===== src/core/lane_pkg.sv =====
package lane_pkg;

	// ********************************************************************
	// Bus geometry and register map
	// ********************************************************************
	localparam int          ADDR_W   = 8;
	localparam int          DATA_W   = 32;
	localparam logic [7:0]  CTRL_OFS = 8'h00;
	localparam logic [7:0]  STAT_OFS = 8'h04;
	localparam logic [7:0]  WORD_OFS = 8'h08;

	// ********************************************************************
	// Control register fields
	// ********************************************************************
	localparam int          FACTOR_POS  = 0;
	localparam int          HALF_POS    = 4;
	localparam int          DPA_POS     = 5;
	localparam int          QUEUE_POS   = 6;
	localparam int          MODE_POS    = 7;
	localparam int          DIR_TX_POS  = 9;
	localparam int          LOW_POS     = 10;
	localparam int          DYN_POS     = 11;
	localparam int          TERM_POS    = 12;
	localparam int          LANES_POS   = 13;
	localparam logic [31:0] CTRL_RST    = 32'h0000_2008;

	// ********************************************************************
	// Status register fields
	// ********************************************************************
	localparam int          LOCK_POS    = 0;
	localparam int          EMPTY_POS   = 1;
	localparam int          OVF_POS     = 2;
	localparam int          CFGERR_POS  = 3;
	localparam int          RATEOK_POS  = 4;
	localparam int          TAP_POS     = 8;
	localparam int          DPATAP_POS  = 16;

	// ********************************************************************
	// Fixed figures
	// ********************************************************************
	localparam logic [3:0]  FACTOR_MAX    = 4'hA;
	localparam logic [3:0]  LANE_FACTOR   = 4'h8;
	localparam logic [2:0]  CLK_BIT_LAST  = 3'h7;
	localparam int          CLK_MHZ       = 10;
	localparam int          LANE_MAX_MBPS = 1500;

	typedef enum logic [1:0] {
		SERDES_BIDIR,
		LANE_DATA_BIDIR,
		LANE_DATA_UNI,
		LANE_CLOCK
	} lane_mode_e;

endpackage


===== src/core/lane_core.sv =====
// Chosen here: the strobed register port and the placing of the registers.
`timescale 1ns/1ps
// Overview of operation
// Bidirectional lane uses one shared serialization factor for both directions.
// Receive words of programmable width up to ten bits, on word clock.
// With phase alignment on, lock output rises once training has settled.
// With queue on, queue-empty output is high whenever the queue holds nothing.
// Fabric pops queue entries with the pop input on the read clock.
// Receive-side clear empties the queue and the deserializer.
// Clear belongs to queue read clock with queue on, else word clock.
// Input buffer runs while buffer-on is 1, powered down while 0.
// In dynamic termination mode termination follows the termination input.
// Tap-adjust enable, taken on word clock, drives delay or phase alignment.
// Tap adjust steps delay up on 1, down on 0; not under alignment.
// Tap clear, taken on word clock, resets delay counter or alignment.
// Fabric supplies transmit words up to ten bits on the word clock.
// Transmit-side clear, taken on transmit word clock, resets the serializer.
// Camera/display high-rate lanes serialize and deserialize by eight.
// Low-energy mode passes pad levels straight through, no deserializer.
// Camera/display lane bit rate is limited to 1.5 Gbps.
// Cell works as bidirectional data, unidirectional data or clock lane.
// Receive clock lane divides incoming bit clock and forwards both clocks.
// Data lane clocks come from its own group's clock lane. Here only the receive side uses them; transmit runs on local enables.
// A link has one clock lane and 1, 2, 4 or 8 data lanes.
// Receive clock lane only on the dedicated cell; transmit on any.
// Word clock equals serial rate over serialization factor.
// Half rate samples both bit clock edges, full rate rising only.
// Receive words leave aligned, updated at the word clock.
// Transmit words are captured at the transmit word clock.
// Pads are driven only while pad-drive enable is high.
module lane_core #(
	parameter int BIT_DIV       = 2,
	parameter int QUEUE_DEPTH   = 4,
	parameter int TAP_MAX       = 31,
	parameter int LOCK_WORDS    = 16,
	parameter bit IS_CLOCK_CELL = 1'b1
) (
	// Clock and reset
	input  wire logic                        clk,
	input  wire logic                        rst,
	// Register port
	input  wire logic [lane_pkg::ADDR_W-1:0] reg_addr,
	input  wire logic [lane_pkg::DATA_W-1:0] reg_wdata,
	input  wire logic                        reg_wr,
	input  wire logic                        reg_rd,
	output logic      [lane_pkg::DATA_W-1:0] reg_rdata,
	// Receive fabric side
	output logic      [9:0]                  rx_word,
	output logic                             rx_word_valid,
	output logic                             lock,
	output logic                             queue_empty,
	input  wire logic                        queue_pop,
	input  wire logic                        rx_side_clear,
	input  wire logic                        rx_buffer_on,
	input  wire logic                        term_ctrl,
	input  wire logic                        tap_adjust_on,
	input  wire logic                        tap_up_down,
	input  wire logic                        tap_clear,
	// Transmit fabric side
	input  wire logic [9:0]                  tx_word,
	output logic                             tx_word_taken,
	input  wire logic                        tx_side_clear,
	input  wire logic                        pad_drive_on,
	// Low-energy levels
	input  wire logic                        low_p_out,
	input  wire logic                        low_n_out,
	output logic                             low_p_in,
	output logic                             low_n_in,
	// Lane clock distribution
	input  wire logic                        fwd_bit_tick,
	input  wire logic                        fwd_word_tick,
	output logic                             lane_bit_clock,
	output logic                             lane_word_clock,
	// Pads
	input  wire logic                        pad_p_i,
	input  wire logic                        pad_n_i,
	output logic                             pad_p_o,
	output logic                             pad_n_o,
	output logic                             pad_oe,
	output logic                             pad_rx_on,
	output logic                             pad_term_on
);
	import lane_pkg::*;

	localparam int         TAP_W = $clog2(TAP_MAX + 1);
	localparam int         QW    = $clog2(QUEUE_DEPTH);
	localparam int         CW    = $clog2(QUEUE_DEPTH + 1);
	localparam int         GW    = $clog2(LOCK_WORDS + 1);
	localparam logic [7:0] BD_LAST  = 8'(BIT_DIV - 1);
	localparam logic [TAP_W-1:0] TAP_LAST = TAP_W'(TAP_MAX);
	localparam logic [GW-1:0]    GOOD_LAST = GW'(LOCK_WORDS - 1);
	localparam logic [CW-1:0]    Q_FULL    = CW'(QUEUE_DEPTH);

	// ********************************************************************
	// Helpers
	// ********************************************************************
	function automatic logic [9:0] width_mask(input logic [3:0] f);
		for (int i = 0; i < 10; i++) begin
			width_mask[i] = (4'(i) < f);
		end
	endfunction

	function automatic logic [3:0] eff_factor(input logic [3:0] raw, input logic lane);
		if (lane) begin
			eff_factor = LANE_FACTOR;
		end else if (raw == 4'h0) begin
			eff_factor = 4'h1;
		end else if (raw > FACTOR_MAX) begin
			eff_factor = FACTOR_MAX;
		end else begin
			eff_factor = raw;
		end
	endfunction

	// ********************************************************************
	// Configuration decode
	// ********************************************************************
	logic [31:0]    ctrl_r;
	logic [31:0]    stat_w;
	logic           ovf_r;
	lane_mode_e     mode;
	logic           lane_on;
	logic           uni;
	logic           tx_side;
	logic           rx_side;
	logic           clk_lane;
	logic           low_on;
	logic           half;
	logic           dpa_en;
	logic           queue_en;
	logic [3:0]     factor;
	logic [3:0]     lanes;
	logic [9:0]     mask;
	logic           cfg_err;
	logic           rate_ok;

	assign mode     = lane_mode_e'(ctrl_r[MODE_POS +: 2]);
	assign lane_on  = (mode != SERDES_BIDIR);
	assign uni      = (mode == LANE_DATA_UNI) || (mode == LANE_CLOCK);
	assign tx_side  = !uni || ctrl_r[DIR_TX_POS];
	assign rx_side  = !uni || !ctrl_r[DIR_TX_POS];
	assign clk_lane = (mode == LANE_CLOCK);
	assign low_on   = lane_on && ctrl_r[LOW_POS];
	assign half     = ctrl_r[HALF_POS];
	assign dpa_en   = ctrl_r[DPA_POS];
	assign queue_en = ctrl_r[QUEUE_POS];
	assign lanes    = ctrl_r[LANES_POS +: 4];
	// One factor field serves both directions, so they cannot disagree.
	assign factor   = eff_factor(ctrl_r[FACTOR_POS +: 4], lane_on);
	assign mask     = width_mask(factor);
	assign cfg_err  = (clk_lane && rx_side && !IS_CLOCK_CELL)
		|| !(lanes == 4'h1 || lanes == 4'h2 || lanes == 4'h4 || lanes == 4'h8);
	assign rate_ok  = ((CLK_MHZ / BIT_DIV) <= LANE_MAX_MBPS);

	// ********************************************************************
	// Local bit and word enables
	// ********************************************************************
	logic [7:0]     bdiv_r;
	logic [3:0]     tbit_r;
	logic           bit_tick;
	logic           loc_word;

	assign bit_tick = (bdiv_r == BD_LAST);
	assign loc_word = bit_tick && (tbit_r == factor - 4'h1);

	always_ff @(posedge clk) begin
		if (rst || bit_tick) begin
			bdiv_r <= 8'h00;
		end else begin
			bdiv_r <= bdiv_r + 8'h01;
		end
	end

	always_ff @(posedge clk) begin
		if (rst) begin
			tbit_r <= 4'h0;
		end else if (loc_word) begin
			tbit_r <= 4'h0;
		end else if (bit_tick) begin
			tbit_r <= tbit_r + 4'h1;
		end
	end

	// ********************************************************************
	// Receive input, delay line and clock-lane recovery
	// ********************************************************************
	logic               rx_in;
	logic               prev_r;
	logic               edge_bit;
	logic [2:0]         cbit_r;
	logic               cword;
	logic [TAP_MAX+1:0] dly_r;
	logic [TAP_W-1:0]   tap_r;
	logic [TAP_W-1:0]   dpa_tap_r;
	logic [TAP_W-1:0]   idx;
	logic               rx_bit;
	logic               rx_bit_t;
	logic               rx_word_t;

	// With the buffer off the receiver sees a steady zero.
	assign rx_in    = pad_rx_on && pad_p_i && !pad_n_i;
	assign edge_bit = half ? (rx_in ^ prev_r) : (rx_in && !prev_r);
	assign cword    = edge_bit && (cbit_r == CLK_BIT_LAST);
	assign idx      = dpa_en ? dpa_tap_r : tap_r;
	assign rx_bit   = dly_r[idx];
	// Data lanes of a camera/display group receive on the clocks of their clock lane; transmit keeps the local enables.
	assign rx_bit_t  = (lane_on && !clk_lane) ? fwd_bit_tick : bit_tick;
	assign rx_word_t = (lane_on && !clk_lane) ? fwd_word_tick : loc_word;

	always_ff @(posedge clk) begin
		if (rst) begin
			prev_r <= 1'b0;
			dly_r  <= '0;
		end else begin
			prev_r <= rx_in;
			dly_r  <= {dly_r[TAP_MAX:0], rx_in};
		end
	end

	always_ff @(posedge clk) begin
		if (rst || !clk_lane) begin
			cbit_r <= 3'h0;
		end else if (edge_bit) begin
			cbit_r <= cbit_r + 3'h1;
		end
	end

	always_ff @(posedge clk) begin
		if (rst) begin
			lane_bit_clock  <= 1'b0;
			lane_word_clock <= 1'b0;
		end else begin
			lane_bit_clock  <= clk_lane && rx_side && edge_bit;
			lane_word_clock <= clk_lane && rx_side && cword;
		end
	end

	// ********************************************************************
	// Tap control and phase alignment
	// ********************************************************************
	logic           edge_seen_r;
	logic           edge_now;
	logic [GW-1:0]  good_r;

	assign edge_now = rx_bit_t && (dly_r[idx] != dly_r[idx + 1]);

	always_ff @(posedge clk) begin
		if (rst) begin
			tap_r <= '0;
		end else if (rx_word_t && tap_clear && !dpa_en) begin
			tap_r <= '0;
		end else if (rx_word_t && tap_adjust_on && !dpa_en) begin
			if (tap_up_down && tap_r != TAP_LAST) begin
				tap_r <= tap_r + 1'b1;
			end else if (!tap_up_down && tap_r != '0) begin
				tap_r <= tap_r - 1'b1;
			end
		end
	end

	// A transition right at the sample point means the phase sits on an edge.
	always_ff @(posedge clk) begin
		if (rst || (rx_word_t && !edge_now)) begin
			edge_seen_r <= 1'b0;
		end else if (edge_now) begin
			edge_seen_r <= 1'b1;
		end
	end

	always_ff @(posedge clk) begin
		if (rst || !dpa_en) begin
			dpa_tap_r <= '0;
			good_r    <= '0;
			lock      <= 1'b0;
		end else if (rx_word_t && tap_clear) begin
			dpa_tap_r <= '0;
			good_r    <= '0;
			lock      <= 1'b0;
		end else if (rx_word_t && tap_adjust_on && !lock) begin
			if (edge_seen_r || edge_now) begin
				dpa_tap_r <= (dpa_tap_r == TAP_LAST) ? '0 : dpa_tap_r + 1'b1;
				good_r    <= '0;
			end else if (good_r == GOOD_LAST) begin
				lock <= 1'b1;
			end else begin
				good_r <= good_r + 1'b1;
			end
		end
	end

	// ********************************************************************
	// Deserializer and receive queue
	// ********************************************************************
	logic [9:0]     sh_r;
	logic [9:0]     wd_nxt;
	logic [9:0]     last_r;
	logic           rx_clr;
	logic           push;
	logic           push_ok;
	logic           pop_ok;
	logic [9:0]     mem [QUEUE_DEPTH];
	logic [QW-1:0]  wp_r;
	logic [QW-1:0]  rp_r;
	logic [CW-1:0]  cnt_r;
	logic [CW-1:0]  cnt_nxt;

	assign wd_nxt = {sh_r[8:0], rx_bit} & mask;
	// The clear acts at once on the queue side, else at the next word edge.
	assign rx_clr  = rx_side_clear && (queue_en || rx_word_t);
	assign push    = rx_word_t && rx_side && !low_on && !clk_lane;
	assign push_ok = queue_en && push && (cnt_r != Q_FULL);
	assign pop_ok  = queue_en && queue_pop && (cnt_r != '0);
	assign cnt_nxt = cnt_r + CW'(push_ok) - CW'(pop_ok);

	always_ff @(posedge clk) begin
		if (rst || rx_clr) begin
			sh_r   <= 10'h000;
			last_r <= 10'h000;
		end else begin
			if (rx_bit_t) begin
				sh_r <= {sh_r[8:0], rx_bit};
			end
			if (push) begin
				last_r <= wd_nxt;
			end
		end
	end

	always_ff @(posedge clk) begin
		if (push_ok) begin
			mem[wp_r] <= wd_nxt;
		end
	end

	always_ff @(posedge clk) begin
		if (rst || rx_clr) begin
			wp_r        <= '0;
			rp_r        <= '0;
			cnt_r       <= '0;
			queue_empty <= 1'b1;
		end else begin
			wp_r        <= wp_r + QW'(push_ok);
			rp_r        <= rp_r + QW'(pop_ok);
			cnt_r       <= cnt_nxt;
			queue_empty <= (cnt_nxt == '0);
		end
	end

	always_ff @(posedge clk) begin
		if (rst || rx_clr) begin
			rx_word       <= 10'h000;
			rx_word_valid <= 1'b0;
		end else if (queue_en) begin
			rx_word_valid <= pop_ok;
			if (pop_ok) begin
				rx_word <= mem[rp_r];
			end
		end else begin
			rx_word_valid <= push;
			if (push) begin
				rx_word <= wd_nxt;
			end
		end
	end

	// Overflow is sticky; a new one beats a software clear in the same cycle.
	always_ff @(posedge clk) begin
		if (rst) begin
			ovf_r <= 1'b0;
		end else if (queue_en && push && !push_ok) begin
			ovf_r <= 1'b1;
		end else if (reg_wr && reg_addr == STAT_OFS && reg_wdata[OVF_POS]) begin
			ovf_r <= 1'b0;
		end
	end

	// ********************************************************************
	// Serializer and pads
	// ********************************************************************
	logic [9:0]     tx_sh_r;
	logic           tx_bit_r;
	logic           tclk_r;
	logic           tx_clk_lvl;
	logic           pad_nxt;

	always_ff @(posedge clk) begin
		if (rst) begin
			tx_sh_r       <= 10'h000;
			tx_bit_r      <= 1'b0;
			tx_word_taken <= 1'b0;
		end else begin
			tx_word_taken <= loc_word && tx_side && !tx_side_clear;
			if (bit_tick) begin
				tx_bit_r <= tx_sh_r[factor - 4'h1];
			end
			if (loc_word && tx_side_clear) begin
				tx_sh_r <= 10'h000;
			end else if (loc_word) begin
				tx_sh_r <= tx_word & mask;
			end else if (bit_tick) begin
				tx_sh_r <= {tx_sh_r[8:0], 1'b0};
			end
		end
	end

	always_ff @(posedge clk) begin
		if (rst) begin
			tclk_r <= 1'b0;
		end else if (bit_tick) begin
			tclk_r <= !tclk_r;
		end
	end

	// Full rate gives one rising edge per bit, half rate one edge of either kind.
	assign tx_clk_lvl = half ? tclk_r : (bdiv_r == 8'h00);
	assign pad_nxt    = clk_lane ? tx_clk_lvl : tx_bit_r;

	always_ff @(posedge clk) begin
		if (rst) begin
			pad_p_o     <= 1'b0;
			pad_n_o     <= 1'b1;
			pad_oe      <= 1'b0;
			pad_rx_on   <= 1'b0;
			pad_term_on <= 1'b0;
			low_p_in    <= 1'b0;
			low_n_in    <= 1'b0;
		end else begin
			pad_p_o     <= low_on ? low_p_out : pad_nxt;
			pad_n_o     <= low_on ? low_n_out : !pad_nxt;
			pad_oe      <= pad_drive_on && tx_side;
			pad_rx_on   <= rx_buffer_on && rx_side;
			pad_term_on <= rx_side && (ctrl_r[DYN_POS] ? term_ctrl : ctrl_r[TERM_POS]);
			low_p_in    <= pad_p_i;
			low_n_in    <= pad_n_i;
		end
	end

	// ********************************************************************
	// Register port
	// ********************************************************************
	always_ff @(posedge clk) begin
		if (rst) begin
			ctrl_r <= CTRL_RST;
		end else if (reg_wr && reg_addr == CTRL_OFS) begin
			ctrl_r <= reg_wdata;
		end
	end

	always_comb begin
		stat_w = '0;
		stat_w[LOCK_POS]   = lock;
		stat_w[EMPTY_POS]  = queue_empty;
		stat_w[OVF_POS]    = ovf_r;
		stat_w[CFGERR_POS] = cfg_err;
		stat_w[RATEOK_POS] = rate_ok;
		stat_w[TAP_POS +: TAP_W]    = tap_r;
		stat_w[DPATAP_POS +: TAP_W] = dpa_tap_r;
	end

	// Read data stand for exactly the cycle after the strobe.
	always_ff @(posedge clk) begin
		if (rst || !reg_rd) begin
			reg_rdata <= '0;
		end else begin
			case (reg_addr)
				CTRL_OFS: begin
					reg_rdata <= ctrl_r;
				end
				STAT_OFS: begin
					reg_rdata <= stat_w;
				end
				WORD_OFS: begin
					reg_rdata <= {22'h000000, last_r};
				end
				default: begin
					reg_rdata <= '0;
				end
			endcase
		end
	end

endmodule


===== config.mk =====
export PLATFORM = sky130hd
export DESIGN_NAME = lane_core
export DESIGN_NICKNAME = d
export VERILOG_FILES = /design/src/core/lane_pkg.sv /design/src/core/lane_core.sv
export SDC_FILE = /design/constraint.sdc
export NUM_CORES = 1
export LEC_CHECK = 0
export BUFFER_PORTS_ARGS = -buffer_cell sky130_fd_sc_hd__buf_4
export CAP_MARGIN = 20
export CORE_MARGIN = 3
export CORE_UTILIZATION = 45
export CTS_CLUSTER_SIZE = 10
export DETAILED_ROUTE_END_ITERATION = 16
export GPL_ROUTABILITY_DRIVEN = 1
export PLACE_DENSITY = 0.71
export SYNTH_ARGS = -nofsm -noshare
export SYNTH_HDL_FRONTEND = slang
export SYNTH_SLANG_ARGS = --single-unit

===== constraint.sdc =====
create_clock -name clk -period 7.54 [get_ports clk]
set_clock_uncertainty 0.2 [all_clocks]
set_input_delay 0.754 -clock clk [delete_from_list [all_inputs] [get_ports clk]]
set_output_delay 0.754 -clock clk [all_outputs]
set_load 0.02 [all_outputs]

==> results of run 1 <==
==> cell type report <==
cell class              instances  area (sq um)  area share (%)
flip-flops and latches        230          5000            41.9
repair buffers                132           991            8.30
clock buffers                  38           758            6.35
clock inverters                 4          51.3           0.430
multi-input cells             730          4650            38.9
well taps                     275           344            2.88
inverters                      37           139            1.16
==> power groups by stage <==
stage | combinational [mW] | clock, mW | sequential, mW
2_1_floorplan | 0.0714 | 0 | 1.30
3_3_place_gp | 0.125 | 0 | 1.30
3_5_place_dp | 0.126 | 0 | 1.30
4_1_cts | 0.127 | 1.21 | 1.27
5_1_grt | 0.142 | 1.27 | 1.27
6_report | 0.128 | 1.19 | 1.27
==> sequential cells by signal, summed over array words and instances (netlist names), 8 cells and up <==
register   cells
mem           40
dly_r         33
ctrl_r        32
reg_rdata     32
last_r        10
rx_word       10
tx_sh_r       10
sh_r           9
bdiv_r         8
==> logic make-up after synthesis <==
group / count (synthesis) / share of synthesized area [%]
AND/OR/NAND/NOR: 417 / 19.4
flip-flops: 230 / 50.0
AO/OA/AOI/OAI: 178 / 11.0
buffers and inverters: 92 / 3.62
multiplexers: 76 / 9.40
XOR/XNOR: 31 / 2.90
adder cells (fa/ha/maj): 28 / 3.63
==> synth_stat cells, drive strengths merged (4+ instances only) <==
cell type	number	share of area, %
a211oi	19	1.4
a21o	4	0.30
a21oi	90	4.5
a22oi	7	0.53
a32oi	4	0.35
and2	6	0.38
and3	21	1.3
buf	12	0.61
clkbuf	43	1.6
dfxtp	190	38
edfxtp	40	12
ha	25	3.1
inv	37	1.4
mux2	7	0.79
mux2i	56	5.7
mux4	13	2.9
nand2	151	5.7
nand2b	6	0.38
nand3	20	1.0
nand3b	6	0.45
nand4	8	0.50
nor2	113	4.2
nor2b	40	2.5
nor3	22	1.2
nor3b	4	0.30
o21ai	19	0.95
o221ai	5	0.44
o22ai	5	0.31
o311ai	4	0.35
or3	5	0.31
or4	4	0.30
xnor2	15	1.5
xor2	16	1.4
==> how the worst max path moves through the flow <==
| stage | end | cells past startpoint |
|---|---|---|
| after floorplan | queue_empty | 19 |
| after CTS | good_r[1] | 13 |
| after global routing | good_r[1] | 13 |
| after global placement | good_r[1] | 13 |
| final | good_r[1] | 13 |
| after detailed placement | good_r[1] | 13 |
==> layer usage <==
metal | GRT usage, % | vias up | wire (um)
met5 | 0 | - | 0
met4 | 5.00 | 0 | 597
met3 | 3.03 | 41 | 1390
met2 | 34.2 | 219 | 12200
met1 | 27.8 | 3816 | 10900
li1 | - | 3860 | -
==> metrics by stage <==
stage	hold WS [ns]	setup slack [ns]	total power [mW]	cell area, sq um	utilization, %
after floorplan	0.232	3.23	1.37	10000	-
after global placement	0.239	2.59	1.42	11100	51.9
after detailed placement	0.242	2.43	1.42	11100	51.9
after CTS	0.175	2.42	2.61	11900	55.7
after global routing	0.176	2.05	2.68	11900	55.7
final	0.186	2.35	2.59	11900	55.7
==> results.toml, run 1 <==
[placement]
dpl.hpwl_um = 17700
numPortBuffers = 123
place_inst = 1404
place_congestion = 0.906

[global_routing]
gr-total-overflow = 0
grt_pass1_wl_um = 40100
grt_usage_pct = 20.4
grt_pass1_vias = 7685
antenna_found_initial = 0
grt_max_degree = 70

[synth]
synth_flop_cell = "dfxtp_1"
synth_nets = 1148
synth_edf_count = 40
ys_warn_count = 0
yosysSeqAreaShare_pct = 50.0
async_flop_share_pct = 0
syn_avg_cell_area_sq_um = 9.51
synth_cell_types = 60
syn_inst = 1052
syn_area_sq_um = 10000
ys_seq_elements = 230

[sta]
fin_crit_ns = 5.19
setup-tns-final_ns = 0
period_share_pct = 68.8
hold_viol_final = 0
relSlewSlack_pct = 32.3
max_freq_mhz = 193
slew_violations = 0
worstMarginPinSlew_ns = 1.01
setup-violations-final = 0
rsz0062_at_grt = "false"

[route]
totalWireLength_um = 25100
routedWlPerCell_um = 17.3
drt_iter0_markers = 574
drtAntennaViolNets = 0
remaining_drc_errors = 0
drtPass1Iterations = 5
num_vias = 7936
routed_via_density = 5.49

[worst_setup_path]
worst-path-max-fanout = 20
rr_startpoint = "ctrl_r[5]"
crit_path_end_kind = "flop"
critical_path.top_delay_family = "compound AO/OA/AOI/OAI gates"
critPathLaunchType = "flop"
required_ns = 7.80
cp_num_buf_inv = 2
worstSetupPathType = "reg2reg"
worstPathArrival_ns = 5.45
rrSetupSlack_ns = 2.35
cp_slowest_cell = "dfxtp_1"
reg2reg_to = "good_r[1]"
rr_worst_depth = 13
path_cells = "mux2i_2, buf_4, inv_1, ha_1, xnor2_4, mux2i_1, mux4_2, o211a_1, a211oi_1, a211oi_1, o31ai_2, nand2_1, o22ai_1"
cpPeakStageDelay_ns = 0.90
critPathLaunch = "ctrl_r[5]"
cpMostUsedCell = "a211oi_1"

[layout]
drive_gt1_share_pct = 16.9
nets = 1255
nFillCells = 1902
area.growth.synth_to_final_pct = 19.4
diodes = 0
layout.cells.non_filler = 1446
layout_commonest_cell = "dfxtp_1"
final_cell_mix = "dfxtp_1, nand2_1, buf_4"

[worst_hold_path]
hold_start = "tx_side_clear"
holdPathStages = 2
min_to = "tx_word_taken"
hold_class = "in2reg"

[power_and_ir_drop]
p_int_mw = 2.01
power_frac_clock_pct = 45.9
seqPwrFrac_pct = 49.1
power_frac_comb_pct = 4.9
p_sw_mw = 0.580
ir_drop_uv = 139
powerDensity_nw_per_um2 = 217
netSwitchingFraction_pct = 22.4
p_leak_nw = 4.69

[floorplan]
std_cell_rows = 53
start_util_pct = 46.7
num_io_pins = 124
die_w_um = 155
die_area_sq_um = 24000
fp.coreArea_sq_um = 21400
die_h_um = 155

[cts]
cts_sinks = 230
hold_buffers = 0
cts_buffers = 28
cts_resized = 0
cts_tree = "built"
post_cts.repair.setup_buffers = 0
clockBufferDepth = 3
clk_latency_ns = 0.54
root_buffer = "clkbuf_16"
cts_max_level = 1
clk_pin_slew_ns = 0.06

[flow_run]
cap_violations = 0

[outcome]
status = "finished clean"
No activity file was read; power rests on OpenSTA's default activity.
==> inputs of run 2 (changes only) <==
Settings changed: ABC_AREA from default to 1.
Clock period 7.54 ns to 5.3 ns, I/O delays scaled along.
==> run 2 against run 1 <==
Via count grew 14%. Sequential power grew 43%. Global-route usage grew 1.1 points. Synthesized cell count grew 27%.
==> results.toml, run 2 <==
[outcome]
status = "finished clean"

[worst_hold_path]
min_to = "pad_n_o"
hold_class = "in2reg"
holdPathStages = 3
hold_start = "low_n_out"

[synth]
synth_cell_types = 54
yosysSeqAreaShare_pct = 48.6
synth_common_cells = "nand2_1, nor2_1, dfxtp_1, inv_1, nand3_1"
async_flop_share_pct = 0
synth_nets = 1428
syn_area_sq_um = 10300
ys_warn_count = 0
syn_avg_cell_area_sq_um = 7.72
synth.most_common_cell = "nand2_1"
synth_edf_count = 40
ys_seq_elements = 230
post-synth-top-area-fraction_pct = 37.0
synth_flop_cell = "dfxtp_1"
synthTopCellsByArea = "dfxtp_1, edfxtp_1, nand2_1"
yosysTopAreaCell = "dfxtp_1"
syn_inst = 1332

[route]
num_vias = 9067
routed_via_density = 5.21
totalWireLength_um = 26700
routedWlPerCell_um = 15.3
drtPass1Iterations = 5
drt_iter0_markers = 589
remaining_drc_errors = 0
drtAntennaViolNets = 0

[placement]
place_congestion = 0.923
place_ws_ns = 0.911
numPortBuffers = 123
dpl.hpwl_um = 19100

[floorplan]
num_io_pins = 124
start_util_pct = 46.4
die_h_um = 157
fp.coreArea_sq_um = 22200
die_w_um = 157
die_area_sq_um = 24700
std_cell_rows = 54

[cts]
clk_pin_slew_ns = 0.06
cts_resized = 0
cts_max_level = 1
root_buffer = "clkbuf_16"
cts_tree = "built"
post_cts.repair.setup_buffers = 0
cts_sinks = 230
clk_latency_ns = 0.52
clockBufferDepth = 3
cts_buffers = 27

[layout]
diodes = 0
final_core_util_pct = 55.0
largest_reg_flops = 40
nFillCells = 2047
reg_top3 = "mem (40), dly_r (33)"
final_cell_mix = "nand2_1, nor2_1, dfxtp_1"
drive_gt1_share_pct = 13.8
multi_input_area_sq_um = 4450
layout_commonest_cell = "nand2_1"
regArea_sq_um = 5000
top_register = "mem"
nets = 1546
area.growth.synth_to_final_pct = 18.5

[sta]
max_freq_mhz = 228
period_share_pct = 82.9
worstMarginPinSlew_ns = 0.992
setup-violations-final = 0
rsz0062_at_grt = "false"
relSlewSlack_pct = 33.4
hold_ws_ns = 0.0260
slew_violations = 0
setup-tns-final_ns = 0
fin_crit_ns = 4.39
hold_viol_final = 0
worst_slack_ns = 0.906

[worst_setup_path]
worstPathArrival_ns = 4.33
worst-path-max-fanout = 14
rr_startpoint = "ctrl_r[7]"
worstSetupPathType = "reg2reg"
rrSetupSlack_ns = 0.91
reg2reg_to = "mem[3][8]"
crit_path_end_kind = "flop"
required_ns = 5.24
rr_worst_depth = 19
critPathLaunchType = "flop"

[global_routing]
gr-total-overflow = 0
grt_max_degree = 44
grt_pass1_wl_um = 43500
met1_usage_pct = 28.3
use_met2_pct = 34.7
grt_usage_pct = 21.5
top_usage_layer = "met2"
grt_use_met3_pct = 5.25
grt_pass1_vias = 8755
antenna_found_initial = 0

[power_and_ir_drop]
ir_drop_uv = 237
p_leak_nw = 5.17
powerDensity_nw_per_um2 = 297
fin_total_pwr_mw = 3.62

[flow_run]
cap_violations = 0
[run 2: cell count changes after synthesis, moves of 8 or more]
cell      before  now
mux4_2        13    0
o21ai_0       16   74
a211oi_1      19   10
nor2_1       113  201
and3_1        21    1
nand2_2        0    8
a21oi_1       90   74
nor2b_1       40    0
nand2_1      151  280
nand3_1       20   88
xnor2_1       14    6
clkbuf_1      43   32
inv_1         37  153
mux2i_1       54    0
[run 2: cell families after synthesis]
family / share of synthesized area, %
adder cells (fa/ha/maj): 3.43
XOR/XNOR: 1.63
AND/OR/NAND/NOR: 26.3
buffers and inverters: 8.05
AO/OA/AOI/OAI: 11.9
flip-flops: 48.6
[run 2: final cells by class]
type | instances | area share (%)
clock buffer | 38 | 5.96
clock inverter | 1 | 0.0411
inverter | 166 | 5.15
multi-input combinational | 890 | 36.5
sequential | 230 | 41.1
tap | 280 | 2.87
timing repair buffer | 135 | 8.36
[run 2: per-layer routing]
layer | share of wire, % | wire (um) | vias up
met4 | 3.4 | 913 | 0
met1 | 44 | 11700 | 4182
li1 | - | - | 4535
met3 | 8.0 | 2130 | 63
met2 | 45 | 12000 | 287
met5 | 0 | 0 | -
[run 2: through the flow]
stage	cell area, sq um	instances
6_report	12200	1740
5_1_grt	12200	1740
4_1_cts	12200	1740
3_5_place_dp	11400	1699
3_3_place_gp	11400	1699
2_1_floorplan	10300	1332
[run 2: report_power, final]
group	switching, mW	internal, mW
sequential	0.0165	1.81
combinational	0.122	0.0765
clock	0.665	0.933
total	0.803	2.82
[run 2: worst max-delay path by stage]
stage	from	end	slack, ns	cells past startpoint
3_3_place_gp	ctrl_r[7]	mem[1][4]	1.11	19
5_1_grt	ctrl_r[8]	mem[3][9]	0.40	19
2_1_floorplan	ctrl_r[7]	mem[0][0]	1.42	19
6_report	ctrl_r[7]	mem[3][8]	0.91	19
3_5_place_dp	ctrl_r[7]	mem[3][9]	0.91	19
4_1_cts	ctrl_r[7]	mem[3][9]	0.88	19
[run 2: what timing repair did]
action,CTS,global route
endpoints found under the setup margin,0,0
hold endpoints to repair,2,0
hold buffers,2,0
[run 2: worst max-delay path, stage by stage, from the launching register on]
cell and delay (ns):
dfxtp_1 0.32, inv_1 0.11, ha_1 0.21, inv_1 0.07
a21oi_1 0.21, nand2_1 0.17, ha_1 0.29, inv_1 0.09
o21ai_1 0.06, nand2_1 0.12, inv_2 0.06, nand2_1 0.05
nand4_1 0.12, nor2_4 0.23, nand2_4 0.17, o21ai_4 0.27
nand2_4 0.19, nor3_2 0.24, nand2_1 0.12, nor2_1 0.68
==> inputs of run 3 (changes only) <==
Settings changed: PLACE_DENSITY 0.71 to 0.74.
Clock period 5.3 ns to 3.8 ns, I/O delays scaled along.
==> run 3 against run 2 <==
Maximum frequency grew 23%. Count of clock-buffer cells in the layout did not move. Core utilization grew 3.0 points. Largest cell class unchanged. Highest routed layer unchanged. Via count increased by 4.0%. Sequential power grew 40%. Register-to-register slack lost 0.69 ns. Design area grew 5.5%. Clock power increased by 47%. Non-clock buffer count increased by 63. Critical endpoint is now queue_empty. Worst setup slack lost 0.69 ns. Die area unchanged.
==> results.toml, run 3 (synthesized netlist as in run 2, its figures left out) <==
[outcome]
status = "finished clean"

[power_and_ir_drop]
seqPwrFrac_pct = 48.8
power_frac_clock_pct = 45.0
fin_total_pwr_mw = 5.21
p_int_mw = 4.05
p_sw_mw = 1.16
p_leak_nw = 5.48
netSwitchingFraction_pct = 22.3
ir_drop_uv = 325
power_frac_comb_pct = 6.2
powerDensity_nw_per_um2 = 405

[global_routing]
grt_max_degree = 44
grt_pass1_vias = 9067
grt_usage_pct = 21.6
gr-total-overflow = 0
antenna_found_initial = 0
grt_pass1_wl_um = 44000

[placement]
place_congestion = 0.925
dpl.hpwl_um = 19100
place_ws_ns = -0.00628
numPortBuffers = 123

[layout]
layout_commonest_cell = "nand2_1"
nets = 1609
largest_reg_flops = 40
final_cell_mix = "nand2_1, nor2_1, dfxtp_1"
reg_top3 = "mem (40), dly_r (33)"
area.growth.synth_to_final_pct = 25.0
diodes = 0
drive_gt1_share_pct = 15.5
top_register = "mem"

[route]
remaining_drc_errors = 0
drtPass1Iterations = 5
routedWlPerCell_um = 15.2
drt_iter0_markers = 599
num_vias = 9428
totalWireLength_um = 27400
routed_via_density = 5.23
drtAntennaViolNets = 0

[sta]
period_share_pct = 94.2
fin_crit_ns = 3.58
max_freq_mhz = 279
rsz0062_at_grt = "false"
relSlewSlack_pct = 42.1
slew_violations = 0
hold_viol_final = 0
setup-violations-final = 0
worst_slack_ns = 0.219
worstMarginPinSlew_ns = 0.861

[floorplan]
die_area_sq_um = 24700
fp.coreArea_sq_um = 22200
die_h_um = 157
start_util_pct = 46.4
std_cell_rows = 54
die_w_um = 157
num_io_pins = 124

[worst_setup_path]
worst-path-max-fanout = 8
critPathLaunchType = "flop"
crit_path_end_kind = "flop"
worstPathArrival_ns = 3.77
required_ns = 3.99
rrSetupSlack_ns = 0.22
worstSetupPathType = "reg2reg"

[cts]
clk_pin_slew_ns = 0.06
clk_latency_ns = 0.53
cts_buffers = 27
cts_max_level = 1
cts_tree = "built"
root_buffer = "clkbuf_16"
cts_sinks = 230
clockBufferDepth = 3

[worst_hold_path]
hold_class = "in2reg"

[flow_run]
cap_violations = 0
==> run 3: cell count changes in the layout (fill, tap and decap cells not counted), moves of 2 or more <==
cell,before,now
ha_1,25,22
dlygate4sd3_1,2,41
inv_1,153,151
buf_4,133,156
ha_2,0,2
inv_2,7,9
==> run 3: per-layer routing <==
| metal | vias up | global-route usage [%] | wire length [um] |
|---|---|---|---|
| li1 | 4672 | - | - |
| met1 | 4386 | 27.4 | 11900 |
| met2 | 310 | 36.2 | 12600 |
| met3 | 60 | 4.37 | 1800 |
| met4 | 0 | 8.97 | 1030 |
| met5 | - | 0 | 0 |
==> run 3: what timing repair did <==
| action | 4_1_cts | 5_1_grt |
|---|---|---|
| setup endpoints to repair | 1 | 5 |
| buffers inserted | 0 | 8 |
| hold buffers | 41 | 0 |
| gates resized for setup | 1 | 10 |
| hold endpoints to repair | 41 | 0 |
| pin swaps | 0 | 6 |
==> run 3: cell type report <==
class,count,area (sq um)
clock buffers,38,737
well taps,280,350
repair buffers,198,1610
clock inverters,2,38.8
flip-flops and latches,230,5000
fillers,1948,9300
multi-input cells,890,4490
inverters,166,628
==> run 3: final timing paths <==
check                           cells after the start        from     endpoint
worst max register to register                     23   ctrl_r[8]  queue_empty
worst max-delay path                               23   ctrl_r[8]  queue_empty
worst min-delay path                                5  tx_word[0]   tx_sh_r[0]
worst min register to register                      2   dly_r[13]    dly_r[14]
==> run 3: power by group through the flow <==
stage / logic (mW) / registers [mW] / clock network [mW]
2_1_floorplan: 0.154 / 2.60 / 0
3_3_place_gp: 0.277 / 2.59 / 0
3_5_place_dp: 0.284 / 2.60 / 0
4_1_cts: 0.319 / 2.54 / 2.39
5_1_grt: 0.355 / 2.55 / 2.48
6_report: 0.322 / 2.54 / 2.35
==> run 3: through the flow <==
| stage | utilization, % | hold slack (ns) | setup TNS (ns) | cell area (sq um) | cells |
|---|---|---|---|---|---|
| after floorplan | - | 0.216 | -1.51 | 10300 | 1332 |
| after global placement | 52.1 | 0.224 | 0 | 11500 | 1714 |
| after detailed placement | 52.2 | 0.229 | -0.00628 | 11600 | 1715 |
| after CTS | 57.6 | 0.00591 | 0 | 12800 | 1796 |
| after global routing | 58.0 | 0.0592 | 0 | 12900 | 1804 |
| final | 58.0 | 0.0261 | 0 | 12900 | 1804 |
==> run 3: critical path, cell delays in order (launching register included) <==
cell,delay [ns]
dfxtp_1,0.34
inv_1,0.09
ha_2,0.17
inv_1,0.07
a21oi_2,0.17
nand2_2,0.11
ha_4,0.19
inv_2,0.07
o21ai_1,0.06
nand2_1,0.11
inv_2,0.05
nand2_1,0.05
nand4_1,0.12
nor2_4,0.16
nand2_4,0.07
o21ai_4,0.18
nand2_4,0.11
nor3_4,0.22
ha_2,0.18
inv_1,0.04
fa_1,0.37
xor2_1,0.18
nand3_1,0.08
nand2_1,0.05
